File: config.mk
export PLATFORM = sky130hd
export DESIGN_NAME = pulse_train_reference_decoder
export DESIGN_NICKNAME = d
export VERILOG_FILES = /design/src/include/pulse_ref_pkg.sv /design/src/include/pulse_link_if.sv /design/src/core/glitch_filter.sv /design/src/core/pulse_decoder.sv /design/src/core/pulse_train_reference_decoder.sv
export VERILOG_INCLUDE_DIRS = /design/src /design/src/include
export SDC_FILE = /design/constraint.sdc
export NUM_CORES = 1
export LEC_CHECK = 0
export BUFFER_PORTS_ARGS = -buffer_cell sky130_fd_sc_hd__buf_2
export CORE_AREA = 10 10 168 170
export CTS_BUF_LIST = sky130_fd_sc_hd__clkbuf_4 sky130_fd_sc_hd__clkbuf_8
export CTS_CLUSTER_DIAMETER = 60
export CTS_CLUSTER_SIZE = 25
export DETAILED_ROUTE_END_ITERATION = 8
export DIE_AREA = 0 0 178 180
export HOLD_SLACK_MARGIN = 0.1
export SLEW_MARGIN = 20
export SYNTH_ARGS = -nofsm -noshare
export SYNTH_HDL_FRONTEND = slang
export SYNTH_SLANG_ARGS = --single-unit
export TNS_END_PERCENT = 50
File: constraint.sdc
create_clock -name clk -period 3.5 [get_ports clk]
set_input_delay 0 -clock clk [delete_from_list [all_inputs] [get_ports clk]]
set_output_delay 0 -clock clk [all_outputs]
set_load 0.02 [all_outputs]
File: src/include/pulse_ref_cfg.svh
// constants of the pulse train reference decoder
`ifndef PULSE_REF_CFG_SVH
`define PULSE_REF_CFG_SVH

`define CLK_MHZ 100

// register byte offsets
`define OFS_MODE 12'h000
`define OFS_FORM 12'h004
`define OFS_FILT 12'h008
`define OFS_POS 12'h00C
`define OFS_STAT 12'h010

// field positions, each field a nibble
`define MODE_FIELD_LSB 4
`define FORM_FIELD_LSB 8
`define INV_FIELD_LSB 12
`define FILT_FIELD_LSB 12

// reset values and codes
`define MODE_RST 32'h0000_0000
`define FORM_RST 32'h0000_0000
`define FILT_RST 32'h0000_0000
`define MODE_POSITION 4'h1

// least pulse half period per filter setting, ns
`define FILT0_NS 125
`define FILT1_NS 769
`define FILT2_NS 3333
`define NS_TO_CYC(ns) (((ns) * `CLK_MHZ) / 1000)
`define FILT0_CYC `NS_TO_CYC(`FILT0_NS)
`define FILT1_CYC `NS_TO_CYC(`FILT1_NS)
`define FILT2_CYC `NS_TO_CYC(`FILT2_NS)

`endif

File: src/include/pulse_ref_pkg.sv
// types of the pulse train reference decoder
package pulse_ref_pkg;
	typedef enum logic [3:0]
	{
		FORM_SIGN_PULSE = 4'h0,
		FORM_FWD_REV = 4'h1,
		FORM_QUAD_X1 = 4'h2,
		FORM_QUAD_X2 = 4'h3,
		FORM_QUAD_X4 = 4'h4
	} pulse_form_t;

	typedef enum logic [2:0]
	{
		APB_IDLE = 3'b001,
		APB_WAIT = 3'b010,
		APB_DONE = 3'b100
	} apb_state_t;
endpackage

File: src/include/pulse_link_if.sv
// carrier between the top and the pulse decoder
`timescale 1ns/1ns
interface pulse_link_if;
	import pulse_ref_pkg::*;
	logic run;
	logic line_a;
	logic line_b;
	logic [3:0] form;
	logic step;
	logic step_fwd;

	modport src
	(
		output run,
		output line_a,
		output line_b,
		output form,
		input step,
		input step_fwd
	);

	modport dec
	(
		input run,
		input line_a,
		input line_b,
		input form,
		output step,
		output step_fwd
	);
endinterface

File: src/core/glitch_filter.sv
// one-line glitch filter with selectable settle time
`timescale 1ns/1ns
module glitch_filter
(
	// clock and reset
	input wire logic clk,
	input wire logic nrst,
	// line
	input wire logic raw,
	input wire logic [15:0] settle,
	output logic filt
);
	logic filt_r;
	logic filt_nxt;
	logic [15:0] cnt_r;
	logic [15:0] cnt_nxt;

	always_comb
	begin
		filt_nxt = filt_r;
		cnt_nxt = 16'h0000;
		if (raw != filt_r)
		begin
			// a level shorter than settle never reaches the output
			if (cnt_r + 16'h0001 >= settle)
				filt_nxt = raw;
			else
				cnt_nxt = cnt_r + 16'h0001;
		end
	end

	always_ff @(posedge clk or negedge nrst)
	begin
		if (!nrst)
		begin
			filt_r <= 1'b0;
			cnt_r <= 16'h0000;
		end
		else
		begin
			filt_r <= filt_nxt;
			cnt_r <= cnt_nxt;
		end
	end

	assign filt = filt_r;
endmodule // glitch_filter

File: src/core/pulse_decoder.sv
// turns two filtered lines into direction-qualified steps
`timescale 1ns/1ns
module pulse_decoder
(
	// clock and reset
	input wire logic clk,
	input wire logic nrst,
	// link to top
	pulse_link_if.dec lnk
);
	import pulse_ref_pkg::*;

	logic a_r;
	logic b_r;
	logic step_r;
	logic fwd_r;
	logic step_nxt;
	logic fwd_nxt;
	logic a_rise;
	logic b_rise;
	logic a_edge;
	logic b_edge;

	always_comb
	begin
		a_rise = lnk.line_a & ~a_r;
		b_rise = lnk.line_b & ~b_r;
		a_edge = lnk.line_a ^ a_r;
		b_edge = lnk.line_b ^ b_r;
		step_nxt = 1'b0;
		fwd_nxt = fwd_r;
		if (lnk.run)
		begin
			unique case (lnk.form)
				FORM_SIGN_PULSE:
				begin
					step_nxt = a_rise;
					fwd_nxt = a_rise ? lnk.line_b : fwd_r;
				end
				FORM_FWD_REV:
				begin
					// both lines at once is a host fault; no step is made, but the direction is set forward
					step_nxt = a_rise ^ b_rise;
					fwd_nxt = a_rise ? 1'b1 : (b_rise ? 1'b0 : fwd_r);
				end
				FORM_QUAD_X1:
				begin
					step_nxt = a_rise;
					fwd_nxt = a_rise ? lnk.line_b : fwd_r;
				end
				FORM_QUAD_X2:
				begin
					step_nxt = a_edge;
					fwd_nxt = a_edge ? (lnk.line_a == lnk.line_b) : fwd_r;
				end
				FORM_QUAD_X4:
				begin
					// both phases moving together is an illegal jump, dropped
					step_nxt = a_edge ^ b_edge;
					if (a_edge & ~b_edge)
						fwd_nxt = (lnk.line_a == lnk.line_b);
					else if (b_edge & ~a_edge)
						fwd_nxt = (lnk.line_a != lnk.line_b);
				end
				default:
				begin
					step_nxt = 1'b0;
				end
			endcase
		end
	end

	always_ff @(posedge clk or negedge nrst)
	begin
		if (!nrst)
		begin
			a_r <= 1'b0;
			b_r <= 1'b0;
			step_r <= 1'b0;
			fwd_r <= 1'b1;
		end
		else
		begin
			a_r <= lnk.line_a;
			b_r <= lnk.line_b;
			step_r <= step_nxt;
			fwd_r <= fwd_nxt;
		end
	end

	assign lnk.step = step_r;
	assign lnk.step_fwd = fwd_r;
endmodule // pulse_decoder

File: src/core/pulse_train_reference_decoder.sv
// pulse train position reference decoder with apb registers
//
// Added by the designer: the register offsets and the APB register port.
`timescale 1ns/1ns
`include "pulse_ref_cfg.svh"
module pulse_train_reference_decoder
(
	// clock and reset
	input wire logic clk,
	input wire logic nrst,
	// apb slave
	input wire logic psel,
	input wire logic penable,
	input wire logic pwrite,
	input wire logic [11:0] paddr,
	input wire logic [31:0] pwdata,
	output logic [31:0] prdata,
	output logic pready,
	output logic pslverr,
	// reference lines from the host
	input wire logic pulse_in,
	input wire logic dir_in,
	// to the position loop
	output logic ref_step,
	output logic ref_fwd,
	output pulse_ref_pkg::pulse_form_t active_form
);
	import pulse_ref_pkg::*;

	// register file
	logic [31:0] control_mode_select_param_r;
	logic [31:0] control_mode_select_param_nxt;
	logic [31:0] position_input_form_param_r;
	logic [31:0] position_input_form_param_nxt;
	logic [31:0] input_filter_param_r;
	logic [31:0] input_filter_param_nxt;
	logic [31:0] pos_count_r;
	logic [31:0] pos_count_nxt;

	// apb handshake
	apb_state_t apb_state_r;
	apb_state_t apb_state_nxt;
	logic [31:0] prdata_r;
	logic [31:0] prdata_nxt;
	logic pslverr_r;
	logic pslverr_nxt;
	logic pready_r;
	logic pready_nxt;
	logic wr_fire;
	logic [31:0] rd_word;
	logic rd_hit;

	// line path
	logic [3:0] pulse_form_field;
	logic [3:0] inv_field;
	logic [3:0] open_collector_filter_field;
	logic position_mode;
	logic pulse_inv;
	logic dir_inv;
	logic [15:0] settle;
	logic pulse_filt;
	logic dir_filt;
	logic ref_step_r;
	logic ref_fwd_r;
	pulse_form_t active_form_r;
	pulse_form_t active_form_nxt;

	pulse_link_if lnk ();

	function automatic logic [3:0] nibble(input logic [31:0] word, input int lsb);
		nibble = word[lsb +: 4];
	endfunction

	function automatic logic [15:0] settle_of(input logic [3:0] sel);
		unique case (sel)
			4'h1: settle_of = 16'(`FILT1_CYC);
			4'h2: settle_of = 16'(`FILT2_CYC);
			default: settle_of = 16'(`FILT0_CYC);
		endcase
	endfunction

	// field decode
	always_comb
	begin
		pulse_form_field = nibble(position_input_form_param_r, `FORM_FIELD_LSB);
		inv_field = nibble(position_input_form_param_r, `INV_FIELD_LSB);
		open_collector_filter_field = nibble(input_filter_param_r, `FILT_FIELD_LSB);
		position_mode = (nibble(control_mode_select_param_r, `MODE_FIELD_LSB) == `MODE_POSITION);
		dir_inv = (inv_field == 4'h1) | (inv_field == 4'h3);
		pulse_inv = (inv_field == 4'h2) | (inv_field == 4'h3);
		settle = settle_of(open_collector_filter_field);
	end

	// a fast host edge is rejected as noise, see the filter setting
	glitch_filter u_filt_pulse
	(
		.clk(clk),
		.nrst(nrst),
		.raw(pulse_in ^ pulse_inv),
		.settle(settle),
		.filt(pulse_filt)
	);

	glitch_filter u_filt_dir
	(
		.clk(clk),
		.nrst(nrst),
		.raw(dir_in ^ dir_inv),
		.settle(settle),
		.filt(dir_filt)
	);

	assign lnk.run = position_mode;
	assign lnk.line_a = pulse_filt;
	assign lnk.line_b = dir_filt;
	assign lnk.form = pulse_form_field;

	pulse_decoder u_dec
	(
		.clk(clk),
		.nrst(nrst),
		.lnk(lnk)
	);

	// read mux; status bits are live, not latched
	always_comb
	begin
		rd_hit = 1'b1;
		unique case (paddr)
			`OFS_MODE: rd_word = control_mode_select_param_r;
			`OFS_FORM: rd_word = position_input_form_param_r;
			`OFS_FILT: rd_word = input_filter_param_r;
			`OFS_POS: rd_word = pos_count_r;
			`OFS_STAT: rd_word = {26'h0000000, position_mode, ref_fwd_r, dir_filt, pulse_filt, 2'h0};
			default:
			begin
				rd_word = 32'h0000_0000;
				rd_hit = 1'b0;
			end
		endcase
	end

	// apb: one wait state, answer registered
	always_comb
	begin
		apb_state_nxt = apb_state_r;
		prdata_nxt = prdata_r;
		pslverr_nxt = 1'b0;
		pready_nxt = 1'b0;
		wr_fire = 1'b0;
		unique case (apb_state_r)
			APB_IDLE:
			begin
				if (psel & penable)
				begin
					apb_state_nxt = APB_WAIT;
					prdata_nxt = pwrite ? 32'h0000_0000 : rd_word;
					pslverr_nxt = ~rd_hit;
					pready_nxt = 1'b1;
				end
			end
			APB_WAIT:
			begin
				// pready is high now; the write lands on this edge
				wr_fire = pwrite & rd_hit;
				apb_state_nxt = APB_DONE;
			end
			APB_DONE:
			begin
				apb_state_nxt = APB_IDLE;
			end
			default:
			begin
				apb_state_nxt = APB_IDLE;
			end
		endcase
	end

	always_ff @(posedge clk or negedge nrst)
	begin
		if (!nrst)
		begin
			apb_state_r <= APB_IDLE;
			prdata_r <= 32'h0000_0000;
			pslverr_r <= 1'b0;
			pready_r <= 1'b0;
		end
		else
		begin
			apb_state_r <= apb_state_nxt;
			prdata_r <= prdata_nxt;
			pslverr_r <= pslverr_nxt;
			pready_r <= pready_nxt;
		end
	end

	// register writes and position count
	always_comb
	begin
		control_mode_select_param_nxt = control_mode_select_param_r;
		position_input_form_param_nxt = position_input_form_param_r;
		input_filter_param_nxt = input_filter_param_r;
		pos_count_nxt = pos_count_r;
		if (lnk.step)
			pos_count_nxt = lnk.step_fwd ? pos_count_r + 32'h0000_0001 : pos_count_r - 32'h0000_0001;
		if (wr_fire)
		begin
			unique case (paddr)
				`OFS_MODE: control_mode_select_param_nxt = pwdata;
				`OFS_FORM: position_input_form_param_nxt = pwdata;
				`OFS_FILT: input_filter_param_nxt = pwdata;
				// software load of the count wins over a step in the same cycle
				`OFS_POS: pos_count_nxt = pwdata;
				default:
				begin
					pos_count_nxt = pos_count_nxt;
				end
			endcase
		end
	end

	always_ff @(posedge clk or negedge nrst)
	begin
		if (!nrst)
		begin
			control_mode_select_param_r <= `MODE_RST;
			position_input_form_param_r <= `FORM_RST;
			input_filter_param_r <= `FILT_RST;
			pos_count_r <= 32'h0000_0000;
		end
		else
		begin
			control_mode_select_param_r <= control_mode_select_param_nxt;
			position_input_form_param_r <= position_input_form_param_nxt;
			input_filter_param_r <= input_filter_param_nxt;
			pos_count_r <= pos_count_nxt;
		end
	end

	// output stage; an illegal form code shows as sign+pulse but counts nothing
	always_comb
	begin
		unique case (pulse_form_field)
			4'h1: active_form_nxt = FORM_FWD_REV;
			4'h2: active_form_nxt = FORM_QUAD_X1;
			4'h3: active_form_nxt = FORM_QUAD_X2;
			4'h4: active_form_nxt = FORM_QUAD_X4;
			default: active_form_nxt = FORM_SIGN_PULSE;
		endcase
	end

	always_ff @(posedge clk or negedge nrst)
	begin
		if (!nrst)
		begin
			ref_step_r <= 1'b0;
			ref_fwd_r <= 1'b1;
			active_form_r <= FORM_SIGN_PULSE;
		end
		else
		begin
			ref_step_r <= lnk.step;
			ref_fwd_r <= lnk.step_fwd;
			active_form_r <= active_form_nxt;
		end
	end

	assign prdata = prdata_r;
	// own flop, high exactly while the state sits in wait; no decode on the pin
	assign pready = pready_r;
	assign pslverr = pslverr_r;
	assign ref_step = ref_step_r;
	assign ref_fwd = ref_fwd_r;
	assign active_form = active_form_r;
endmodule // pulse_train_reference_decoder

==> impl_metrics.json <==
{
  "cts_buffers": 24,
  "synth.most_common_cell": "dfrtp_1",
  "cp.required_ps": 3940,
  "ctsResizeCount": 0,
  "slowest_delay_ps": 590,
  "ant_nets": 0,
  "max_freq_mhz": 319.0,
  "synth_area_leaders": "dfrtp_1, mux2_2, mux4_2",
  "finalSetupViolations": 0,
  "grt_max_degree": 88,
  "period_minus_slack_ps": 3135,
  "maxCapViolations": 0,
  "syn_inst": 961,
  "io_pins": 91,
  "die_height_um": 180,
  "num_vias": 8036,
  "hold_violations": 0,
  "rsz0062_at_grt": "no",
  "layout-drive-gt1-share": 0.2724,
  "synth_edf_count": 0,
  "p_leak_uw": 0.005828,
  "die_area_um2": 32040,
  "grt_util_all_layers": 0.1724,
  "path_cells": "inv_1 > buf_4 > ha_1 > a211oi_1 > o211ai_1 > a21oi_1 > o211ai_1 > and2_1 > o41ai_2 > xor2_1 > a21oi_1 > a21o_1",
  "finalCritPeriodShare": 0.8957,
  "drt_wl_total_um": 27590,
  "place.gp.congestion": 0.9115,
  "wl_per_cell_um": 18.93,
  "path_max_fanout": 12,
  "areaGrowthSynthToFinish_pct": 17.66,
  "p_per_area_nw_per_um2": 363.2,
  "setup_tns_ps": 0,
  "relSlewSlack": 0.5424,
  "vias_per_cell": 5.515,
  "vdd_drop_max_mv": 0.2502,
  "status": "finished, final reports clean",
  "clock_path_buffers": 3,
  "antenna_found_initial": 0,
  "clock_sinks": 208,
  "synth_commonest_cells": "dfrtp_1, mux2_2, nand2_1",
  "core_um2": 24890,
  "drcViolationCount": 0,
  "avgSynthCellArea_um2": 11.48,
  "tightestPinTransition_ps": 681.1,
  "postCtsSetupBuffers": 0,
  "synth_ff_type": "dfrtp_1",
  "crit_slowest_cell": "dfstp_2",
  "die_w_um": 178,
  "critPathLaunchType": "flip-flop",
  "async_reset_ff_frac": 1.000,
  "synth_sequential_area_ratio": 0.4723,
  "ys_seq_elements": 208,
  "overflow": 0,
  "n_antenna_cell": 0,
  "fin_skew_ps": 29.30,
  "synth_warnings": 0,
  "hold_class": "input port to flip-flop",
  "port_buffers": 89,
  "htreeDepth": 1,
  "drtIter0Drc": 464,
  "synth_top_cell_area_share": 0.4651,
  "first_pass_iters": 4,
  "whs_ps": 140.7,
  "grt_pass1_wl_um": 45420,
  "layout.nets": 1203,
  "grt_pass1_vias": 8334,
  "initial_core_util": 0.4431,
  "cts.clk_slew.worst_paths_ps": 100,
  "clk-insertion-delay-late_ps": 560,
  "maxSlewViolCount": 0,
  "syn_area_um2": 11030,
  "crit_type": "flip-flop to flip-flop",
  "cp-end-kind": "flip-flop",
  "rows": 58,
  "synth_largest_area_cell": "dfrtp_1",
  "cts_tree": "yes",
  "hpwl_um": 19450,
  "netlist-cell-type-count": 69,
  "cts_root_buffer": "clkbuf_8",
  "worstPathArrival_ps": 3580
}
[logic make-up (layout without fill, tap and decap cells)]
family                   count (synthesis)  after routing  share of synthesized area
AND/OR/NAND/NOR                        240            240                     0.1119
XOR/XNOR                                54             54                    0.04288
adder cells (fa/ha/maj)                 43             43                    0.04946
other                                    1             15                  0.0003400
AO/OA/AOI/OAI                          205            205                     0.1183
multiplexers                           149            149                     0.1826
buffers and inverters                   61            213                    0.02223
flip-flops                             208            208                     0.4723
[repair_timing]
| item | 4_1_cts | 5_1_grt |
|---|---|---|
| endpoints found under the setup margin | 0 | 0 |
| hold buffers | 43 | 0 |
| hold endpoints to repair | 258 | 0 |
[layer usage]
metal	GRT usage	wire (um)	vias to the layer above	share of wire
met1	0.2271	12370	4039	0.45
li1	-	-	3812	-
met4	0.03803	482	0	0.017
met2	0.2935	13660	144	0.50
met5	0	0	-	0
met3	0.02389	1071	41	0.039
[sequential cells by signal, summed over array words and instances (netlist names)]
signal                       cells
active_form                      3
apb_state_r                      3
control_mode_select_param_r     32
input_filter_param_r            32
pos_count_r                     32
position_input_form_param_r     32
prdata                          32
pready                           1
pslverr                          1
ref_fwd                          1
ref_step                         1
u_dec.a_r                        1
u_dec.b_r                        1
u_dec.lnk.step                   1
u_dec.lnk.step_fwd               1
u_filt_dir.cnt_r                16
u_filt_dir.filt                  1
u_filt_pulse.cnt_r              16
u_filt_pulse.filt                1
[where the power goes]
part | internal, uW | switching (uW)
Clock | 867 | 1140
Combinational | 114 | 159
Sequential | 2420 | 12.7
[layout make-up]
cell class	instances	area, um^2
inverter	18	67.56
fill	2198	11910
timing repair buffer	151	1057
sequential	208	5209
clock buffer	25	344.1
tap	330	412.9
clock inverter	19	250.2
multi-input combinational	706	5637
[per-stage QoR]
stage | power (uW) | std cells | cell area [um^2] | utilization | worst slack (ps)
after floorplan | 2579 | 975 | 11080 | - | 459.7
after global placement | 2713 | 1370 | 11940 | 0.4795 | 460.0
after detailed placement | 2715 | 1370 | 11940 | 0.4795 | 366.6
after CTS | 4768 | 1457 | 12980 | 0.5214 | 332.0
after global routing | 4901 | 1457 | 12980 | 0.5214 | 118.0
final | 4714 | 1457 | 12980 | 0.5214 | 364.9
[path summary, 6_finish.rpt]
| kind | from | end | slack, ps | depth (start not counted) |
|---|---|---|---|---|
| max | u_dec.lnk.step_fwd | pos_count_r[29] | 360 | 12 |
| min | penable | pslverr | 140 | 3 |
| max reg2reg | u_dec.lnk.step_fwd | pos_count_r[29] | 360 | 12 |
| min reg2reg | u_dec.lnk.step_fwd | ref_fwd | 410 | 0 |
| max in group asynchronous | nrst | u_filt_pulse.cnt_r[13] | 2180 | 4 |
| min in group asynchronous | nrst | pos_count_r[7] | 500 | 3 |
[critical path, delay by kind of cell, from the launching register on]
kind / cells / cell delay (ps)
AO/OA/AOI/OAI: 7 / 1510
XOR/XNOR: 1 / 180
adder cells (fa/ha/maj): 1 / 300
buffers and inverters: 2 / 240
flip-flops: 1 / 590
AND/OR/NAND/NOR: 1 / 190
[cell usage in the layout, fill, tap and decap left out, types with 11 or more instances in the layout]
| cell | synthesis | layout |
|---|---|---|
| ha_1 | 42 | 42 |
| mux2_2 | 98 | 98 |
| xnor2_1 | 32 | 32 |
| dlygate4sd3_1 | 0 | 42 |
| nand2_1 | 70 | 70 |
| o21ai_0 | 49 | 49 |
| xor2_1 | 22 | 22 |
| inv_1 | 17 | 17 |
| buf_2 | 4 | 88 |
| mux4_2 | 32 | 32 |
| nand3_1 | 20 | 20 |
| nor2_1 | 59 | 59 |
| nor3_1 | 16 | 16 |
| mux2i_1 | 19 | 19 |
| clkbuf_8 | 0 | 26 |
| a21oi_1 | 61 | 61 |
| a22o_1 | 29 | 29 |
| and3_1 | 11 | 11 |
| conb_1 | 1 | 15 |
| buf_4 | 1 | 18 |
| dfrtp_1 | 205 | 205 |
Note: power is estimated with default switching activity, not from simulation.
